[config.mk]
export PLATFORM = sky130hd
export DESIGN_NAME = spcr_port
export DESIGN_NICKNAME = d
export VERILOG_FILES = /design/src/common/spcr_pkg.sv /design/src/spcr_port.sv
export SDC_FILE = /design/constraint.sdc
export NUM_CORES = 1
export LEC_CHECK = 0
export BUFFER_PORTS_ARGS = -buffer_cell sky130_fd_sc_hd__buf_2
export CORE_MARGIN = 1
export CORE_UTILIZATION = 30
export DETAILED_ROUTE_END_ITERATION = 7
export GPL_TIMING_DRIVEN = 0
export PLACE_DENSITY_LB_ADDON = 0.3
export REMOVE_ABC_BUFFERS = 1
export SYNTH_ARGS = -nofsm -noshare
export SYNTH_HDL_FRONTEND = slang
export SYNTH_SLANG_ARGS = --single-unit
[constraint.sdc]
create_clock -name clk_sys_in -period 4.1 [get_ports clk_sys_in]
set_input_delay 0.41 -clock clk_sys_in [delete_from_list [all_inputs] [get_ports clk_sys_in]]
set_output_delay 0.41 -clock clk_sys_in [all_outputs]
set_load 0.005 [all_outputs]
[src/common/spcr_pkg.sv]
/*
 Constants, field positions and types shared by the serial port configuration block.
 Assumes a 13-bit register address space reached over a sampled serial link.
*/
package spcr_pkg;
    localparam int ADDR_W = 13;
    localparam int BYTE_W = 8;
    localparam int INSTR_W = 16;
    localparam int RW_BIT = 15;
    localparam logic [4:0] INSTR_LAST = 5'h0f;
    localparam logic [4:0] BYTE_LAST = 5'h07;

    localparam logic [12:0] CFG_A_ADDR = 13'h0000;
    localparam logic [12:0] CFG_B_ADDR = 13'h0001;
    localparam logic [12:0] UPDATE_ADDR = 13'h000f;
    localparam logic [12:0] BUF_BASE_ADDR = 13'h0010;

    localparam int A_SOFT_RST_BIT = 7;
    localparam int A_LSB_BIT = 6;
    localparam int A_INC_BIT = 5;
    localparam int A_4W_BIT = 4;
    localparam int A_MIR_4W_BIT = 3;
    localparam int A_MIR_INC_BIT = 2;
    localparam int A_MIR_LSB_BIT = 1;
    localparam int A_MIR_RST_BIT = 0;
    localparam int B_READ_BUF_BIT = 5;
    localparam int B_KEEP_RST_BIT = 2;
    localparam int UPDATE_BIT = 0;

    localparam logic [7:0] CFG_A_RESET = 8'h00;
    localparam logic [7:0] CFG_B_RESET = 8'h00;
    localparam logic [7:0] BUF_RESET = 8'h00;
    localparam logic [7:0] CFG_A_STORE_MASK = 8'h7e;
    localparam logic [7:0] CFG_B_STORE_MASK = 8'h20;

    typedef struct packed {
        logic lsb_first;
        logic addr_inc;
        logic four_wire_enable;
    } spcr_ctrl_t;

    typedef enum logic [2:0] {
        ST_IDLE = 3'b001,
        ST_INSTR = 3'b010,
        ST_DATA = 3'b100
    } spcr_state_t;
endpackage

[src/spcr_port.sv]
/*
 Serial control port with its two configuration registers, the update strobe register
 and a small bank of buffered registers.
 Assumes the link pins are asynchronous and the link clock is at least 8x slower
 than clk_sys_in; eeprom_en_in and save_addr_in come from logic on clk_sys_in.
*/
// How it works
// - Soft reset bit resets, requests settings reload
// - Bit 6 picks LSB-first or MSB-first order
// - Bit 5 steps address up, else down
// - Bit 4 selects four-wire output pin
// - Low nibble mirrors high nibble, ORed
// - Controls ignored while in I2C mode
// - Configuration registers never saved to EEPROM
// - Read-buffer bit selects pending or active values
// - Keep-registers bit resets device, keeps contents
// - Update bit copies buffered into active, self-clears
module spcr_port #(
    parameter int NBUF = 4
) (
    // Clock and reset
    input wire logic clk_sys_in,
    input wire logic rstn_in,
    // Serial link
    input wire logic sclk_in,
    input wire logic csn_in,
    input wire logic sdio_in,
    output logic sdio_out,
    output logic sdio_oe_out,
    output logic sdo_out,
    output logic sdo_oe_out,
    // Mode and device control
    input wire logic i2c_mode_in,
    input wire logic eeprom_en_in,
    output logic reload_req_out,
    output logic device_reset_out,
    output spcr_pkg::spcr_ctrl_t ctrl_out,
    output logic [NBUF*8-1:0] active_regs_out,
    // EEPROM save filter
    input wire logic [12:0] save_addr_in,
    output logic save_allow_out
);
    localparam int IDX_W = (NBUF > 1) ? $clog2(NBUF) : 1;

    function automatic logic [12:0] addr_step(input logic [12:0] a, input logic inc);
        addr_step = inc ? a + 13'h0001 : a - 13'h0001;
    endfunction

    function automatic logic [7:0] shift_in(input logic [7:0] d, input logic b, input logic lsb);
        shift_in = lsb ? {b, d[7:1]} : {d[6:0], b};
    endfunction

    logic [3:0] sync1_r, sync2_r;
    logic sclk_d_r;
    spcr_pkg::spcr_state_t state_r;
    logic [4:0] cnt_r;
    logic [15:0] instr_r;
    logic [7:0] byte_r, tx_r;
    logic [2:0] tx_idx_r;
    logic out_bit_r, rd_r;
    logic [12:0] addr_r;
    logic [7:0] cfg_a_r, cfg_b_r;
    logic [7:0] buf_r [NBUF];
    logic [7:0] act_r [NBUF];
    logic soft_rst_r, reload_r, dev_rst_r, save_allow_r;

    // Pins pass two flops; only sync2 is read by logic
    always_ff @(posedge clk_sys_in or negedge rstn_in) begin
        if (!rstn_in) begin
            sync1_r <= 4'h3;
            sync2_r <= 4'h3;
            sclk_d_r <= 1'b1;
        end else begin
            sync1_r <= {i2c_mode_in, sdio_in, csn_in, sclk_in};
            sync2_r <= sync1_r;
            sclk_d_r <= sync2_r[0];
        end
    end

    wire sclk_s = sync2_r[0];
    wire csn_s = sync2_r[1];
    wire sdio_s = sync2_r[2];
    wire i2c_s = sync2_r[3];
    wire rise = sclk_s & ~sclk_d_r;
    wire fall = ~sclk_s & sclk_d_r;

    // Mirrored pairs ORed so the pattern works in either bit order
    wire lsb_raw = cfg_a_r[spcr_pkg::A_LSB_BIT] | cfg_a_r[spcr_pkg::A_MIR_LSB_BIT];
    wire inc_raw = cfg_a_r[spcr_pkg::A_INC_BIT] | cfg_a_r[spcr_pkg::A_MIR_INC_BIT];
    wire four_raw = cfg_a_r[spcr_pkg::A_4W_BIT] | cfg_a_r[spcr_pkg::A_MIR_4W_BIT];
    assign ctrl_out.lsb_first = lsb_raw & ~i2c_s;
    assign ctrl_out.addr_inc = inc_raw & ~i2c_s;
    assign ctrl_out.four_wire_enable = four_raw & ~i2c_s;
    wire lsb = ctrl_out.lsb_first;

    wire in_instr = state_r == spcr_pkg::ST_INSTR;
    wire in_data = state_r == spcr_pkg::ST_DATA;
    wire [15:0] instr_nxt = lsb ? {sdio_s, instr_r[15:1]} : {instr_r[14:0], sdio_s};
    wire [7:0] byte_nxt = shift_in(byte_r, sdio_s, lsb);
    wire instr_done = rise & in_instr & (cnt_r == spcr_pkg::INSTR_LAST);
    wire byte_done = rise & in_data & (cnt_r == spcr_pkg::BYTE_LAST);
    wire [12:0] next_addr = addr_step(addr_r, ctrl_out.addr_inc);

    // Write decode
    wire wr_commit = byte_done & ~rd_r;
    wire wr_a = wr_commit & (addr_r == spcr_pkg::CFG_A_ADDR);
    wire wr_b = wr_commit & (addr_r == spcr_pkg::CFG_B_ADDR);
    wire wr_upd = wr_commit & (addr_r == spcr_pkg::UPDATE_ADDR);
    wire [12:0] wr_off = addr_r - spcr_pkg::BUF_BASE_ADDR;
    wire wr_buf = wr_commit & (addr_r >= spcr_pkg::BUF_BASE_ADDR) & (wr_off < 13'(NBUF));
    wire soft_req = wr_a & (byte_nxt[spcr_pkg::A_SOFT_RST_BIT] | byte_nxt[spcr_pkg::A_MIR_RST_BIT]);
    wire keep_req = wr_b & byte_nxt[spcr_pkg::B_KEEP_RST_BIT];
    wire upd_req = wr_upd & byte_nxt[spcr_pkg::UPDATE_BIT];

    // Read decode
    wire [12:0] rd_addr = instr_done ? instr_nxt[12:0] : next_addr;
    wire [12:0] rd_off = rd_addr - spcr_pkg::BUF_BASE_ADDR;
    wire rd_hit_buf = (rd_addr >= spcr_pkg::BUF_BASE_ADDR) & (rd_off < 13'(NBUF));
    wire [IDX_W-1:0] rd_idx = rd_off[IDX_W-1:0];
    wire [7:0] rd_buf = cfg_b_r[spcr_pkg::B_READ_BUF_BIT] ? buf_r[rd_idx] : act_r[rd_idx];
    wire [7:0] rd_data = (rd_addr == spcr_pkg::CFG_A_ADDR) ? cfg_a_r :
                         (rd_addr == spcr_pkg::CFG_B_ADDR) ? cfg_b_r :
                         rd_hit_buf ? rd_buf : 8'h00;
    wire load_tx = (instr_done & instr_nxt[spcr_pkg::RW_BIT]) | (byte_done & rd_r);

    // Frame sequencer; csn high always aborts
    always_ff @(posedge clk_sys_in or negedge rstn_in) begin
        if (!rstn_in) begin
            state_r <= spcr_pkg::ST_IDLE;
            cnt_r <= 5'h00;
            instr_r <= 16'h0000;
            byte_r <= 8'h00;
            addr_r <= 13'h0000;
            rd_r <= 1'b0;
        end else if (csn_s) begin
            state_r <= spcr_pkg::ST_IDLE;
            cnt_r <= 5'h00;
        end else begin
            case (state_r)
                spcr_pkg::ST_IDLE: begin
                    state_r <= spcr_pkg::ST_INSTR;
                    cnt_r <= 5'h00;
                end
                spcr_pkg::ST_INSTR: begin
                    if (rise) begin
                        instr_r <= instr_nxt;
                        cnt_r <= instr_done ? 5'h00 : cnt_r + 5'h01;
                    end
                    if (instr_done) begin
                        state_r <= spcr_pkg::ST_DATA;
                        addr_r <= instr_nxt[12:0];
                        rd_r <= instr_nxt[spcr_pkg::RW_BIT];
                    end
                end
                spcr_pkg::ST_DATA: begin
                    if (rise) begin
                        byte_r <= byte_nxt;
                        cnt_r <= byte_done ? 5'h00 : cnt_r + 5'h01;
                    end
                    if (byte_done) begin
                        addr_r <= next_addr;
                    end
                end
                default: state_r <= spcr_pkg::ST_IDLE;
            endcase
        end
    end

    // Read shifter: new bit appears on each link falling edge
    always_ff @(posedge clk_sys_in or negedge rstn_in) begin
        if (!rstn_in) begin
            tx_r <= 8'h00;
            tx_idx_r <= 3'h0;
            out_bit_r <= 1'b0;
        end else if (load_tx) begin
            tx_r <= rd_data;
            tx_idx_r <= 3'h0;
        end else if (fall & in_data & rd_r) begin
            out_bit_r <= lsb ? tx_r[tx_idx_r] : tx_r[~tx_idx_r];
            tx_idx_r <= tx_idx_r + 3'h1;
        end
    end

    wire drive = in_data & rd_r & ~csn_s;
    assign sdio_out = out_bit_r;
    assign sdo_out = out_bit_r;
    assign sdio_oe_out = drive & ~ctrl_out.four_wire_enable;
    assign sdo_oe_out = drive & ctrl_out.four_wire_enable;

    // Reset bits are never stored, so they read as zero and cannot re-fire
    always_ff @(posedge clk_sys_in or negedge rstn_in) begin
        if (!rstn_in) begin
            cfg_a_r <= spcr_pkg::CFG_A_RESET;
            cfg_b_r <= spcr_pkg::CFG_B_RESET;
        end else if (soft_rst_r) begin
            cfg_a_r <= spcr_pkg::CFG_A_RESET;
            cfg_b_r <= spcr_pkg::CFG_B_RESET;
        end else begin
            if (wr_a) begin
                cfg_a_r <= byte_nxt & spcr_pkg::CFG_A_STORE_MASK;
            end
            if (wr_b) begin
                cfg_b_r <= byte_nxt & spcr_pkg::CFG_B_STORE_MASK;
            end
        end
    end

    genvar g;
    generate
        for (g = 0; g < NBUF; g++) begin : g_bank
            always_ff @(posedge clk_sys_in or negedge rstn_in) begin
                if (!rstn_in) begin
                    buf_r[g] <= spcr_pkg::BUF_RESET;
                    act_r[g] <= spcr_pkg::BUF_RESET;
                end else if (soft_rst_r) begin
                    buf_r[g] <= spcr_pkg::BUF_RESET;
                    act_r[g] <= spcr_pkg::BUF_RESET;
                end else begin
                    if (wr_buf && wr_off[IDX_W-1:0] == IDX_W'(g)) begin
                        buf_r[g] <= byte_nxt;
                    end
                    if (upd_req) begin
                        act_r[g] <= buf_r[g];
                    end
                end
            end
            assign active_regs_out[g*8 +: 8] = act_r[g];
        end
    endgenerate

    always_ff @(posedge clk_sys_in or negedge rstn_in) begin
        if (!rstn_in) begin
            soft_rst_r <= 1'b0;
            reload_r <= 1'b0;
            dev_rst_r <= 1'b0;
            save_allow_r <= 1'b0;
        end else begin
            soft_rst_r <= soft_req;
            reload_r <= soft_req & eeprom_en_in;
            dev_rst_r <= soft_req | keep_req;
            save_allow_r <= (save_addr_in != spcr_pkg::CFG_A_ADDR) & (save_addr_in != spcr_pkg::CFG_B_ADDR);
        end
    end
    assign reload_req_out = reload_r;
    assign device_reset_out = dev_rst_r;
    assign save_allow_out = save_allow_r;
endmodule // spcr_port

==> run metrics <==
Placed Instances=1167; worst endpoint required time=4.40 ns; top cells by area, synth=dfrtp_1, mux2i_1, nand2_1; DP HPWL=14.1 mm; first-pass GRT wire length=32.8 mm; Layout Skew=0.0113 ns; EDFF count, synth=0; CTS root buf=clkbuf_16; DRC violations left=0; Lkg Pwr=4.26 nW; Slew @ Worst Pin=1.28 ns; CTS Buf Count=17; Via density=5.21; CP Max Fanout=12; antenna-violating nets left=0; total track usage=16.0%; sequential share of the synthesized area=45.6%; wire per inst=17.0 um; CTS tree=built; Starting Density=30.8%; pwr dens=361 nW/um2; Final #Nets=887; drt first pass iters=5; Clock Latency Late Sink=0.43 ns; final worst path period share=92.6%; most common cell in the synthesized netlist=nand2_1; largest net degree at the start of global routing=80; most frequent cells after synthesis=nand2_1, dfrtp_1, o21ai_0; synth warn=0; status=finished, final reports clean; Via Count=6242; Worst-path clk slew=0.06 ns; post-synth cell types=68; max_cap viols=0; postcts setup bufs=0; WL final=20.3 mm; Arrival @ worst endpoint=4.10 ns; Hold Vio Cnt, Final=0; Yosys reg bits=142; Core ar.=25300 um2; CP Class=flip-flop to flip-flop; fin crit period=3.80 ns; CTS Hold Bufs=0; RSZ-0062 raised after global routing=no; Std-Cell Rows=58; Hold Path Class=primary input to async pin; ant diodes=0; share of the synthesized area in the top cell type=43.6%; Worst Setup Start Kind=flip-flop; Iter 0 DRT Violations=469; async set-or-reset flop fraction in the synthesized netlist=100%; vias in the first global route=5951; Syn-to-layout area delta=16.7%; die height=163 um; clk buf depth=2; Synth Cell Area=7810 um2; die extent in x=163 um; final cell count without fillers=1199; Storage cell area=3560 um2; Clock H-tree levels=4; critical path capture point type=flip-flop; Overflow after GRT=0; die area=26700 um2; Reg2Reg Depth=10; fill count=2536; Fmax=0.263 GHz; Mean Syn Cell Area=9.40 um2; top_reg_cell synth=dfrtp_1; IO Pins=62; share of layout cells above drive strength 1=17.1%; Pins Over Slew Limit=0; area of the multi-input gates=3970 um2; VDD IR max=240 uV; initial antenna violation count=0; TritonCTS Sinks=142; Final setup viols=0; post-synthesis cell count=831; area leader, netlist=dfrtp_1; Final Wtd Congestion=0.855; port bufs=60; final core occ=36.0%; Max-Slew Margin vs Limit=14.5%
[worst max-delay path: stages (launching register included)]
cell      delay, ns
dfrtp_1        0.38
ha_1           0.22
and3_1         0.16
ha_1           0.22
nand3_1        0.53
mux2i_4        0.76
buf_16         0.24
buf_16         0.16
mux4_2         0.49
a21oi_1        0.34
o211ai_1       0.15
[flip-flops by register name, summed over array words and instances, names as in the netlist]
register and count:
active_regs_out 32, buf_r 32, instr_r 16, addr_r 13, byte_r 8, tx_r 8, cfg_a_r 6, cnt_r 5
sync1_r 4, sync2_r 4, state_r 3, tx_idx_r 3, cfg_b_r 1, device_reset_out 1, rd_r 1, reload_req_out 1
save_allow_out 1, sclk_d_r 1, sdio_out 1, soft_rst_r 1
[layer usage]
metal  GRT usage (%)  share of wire (%)  up-vias
met4            4.16               0.62        0
li1                -                  -     3017
met2            23.3                 44      142
met3            3.96                4.9        8
met5               0                  0        -
met1            23.2                 50     3075
[power by group]
part	switching, mW	internal (mW)	total, mW	leakage [nW]
combinational	0.0676	0.0373	0.105	2.00
clock	0.625	1.11	1.74	0.316
sequential	0.0199	1.42	1.44	1.95
total	0.712	2.57	3.29	4.26
[cell type report]
class / count / share of cell area (%)
clock buffer: 19 / 4.97
clock inverter: 13 / 2.29
inverter: 11 / 0.453
multi-input combinational: 617 / 43.5
sequential: 142 / 39.1
tap: 330 / 4.53
timing repair buffer: 67 / 5.12
[logic make-up (layout without fill, tap and decap cells)]
kind of cell	after synthesis	after routing	share of synthesized area (%)
adder cells (fa/ha/maj)	11	11	1.76
multiplexers	84	84	12.8
buffers and inverters	72	110	4.20
flip-flops	142	142	45.6
AO/OA/AOI/OAI	184	184	13.6
AND/OR/NAND/NOR	325	325	20.6
XOR/XNOR	13	13	1.46
[cell usage in the layout, fill, tap and decap left out, drive strengths merged, types with 7 or more instances in the layout]
cell type  netlist  routed
inv             10      12
o21ai           78      78
nand4           13      13
mux2i           64      64
nand2          144     144
nand3b          26      26
or3              7       7
nor4             9       9
nor3            17      17
xnor2            9       9
clkbuf          37      19
mux2             8       8
a21oi           59      59
mux4            12      12
nor2            50      50
buf             24      67
ha              11      11
and2             9       9
dfrtp          136     136
nand3           16      16
[path summary, 6_finish.rpt]
path	from	to	slack, ns
max in group asynchronous	rstn_in	sync1_r[0]$_DFF_PN1_	3.25
min reg2reg	sync1_r[0]$_DFF_PN1_	sync2_r[0]$_DFF_PN1_	0.36
min in group clk_sys_in	csn_in	sync1_r[1]$_DFF_PN1_	0.08
max reg2reg	cnt_r[0]$_DFFE_PN0P_	tx_r[6]$_DFFE_PN0N_	0.30
max	cnt_r[0]$_DFFE_PN0P_	tx_r[6]$_DFFE_PN0N_	0.30
min	rstn_in	active_regs_out[27]$_DFFE_PN0P_	0.03
[timing repair]
| item | in CTS | in global routing |
|---|---|---|
| cloned | 0 | 0 |
| gates resized for setup | 1 | 2 |
| pin swaps | 0 | 0 |
| endpoints found under the setup margin | 7 | 8 |
| endpoints found under the hold margin | 0 | 0 |
[through the flow]
step / power, mW / setup TNS [ns] / setup WS (ns) / hold WS (ns) / instance area (um2)
after floorplan: 1.51 / -11.60 / -1.52 / 0.114 / 7520
after global placement: 1.56 / -95.60 / -3.63 / 0.336 / 8240
after detailed placement: 1.57 / -1.05 / -0.181 / 0.348 / 8440
after CTS: 3.31 / 0 / 0.0252 / 0.0620 / 9110
after global routing: 3.39 / 0 / 0.00862 / 0.0578 / 9110
final: 3.29 / 0 / 0.302 / 0.0255 / 9110
Power figures use the tool's default switching activity.
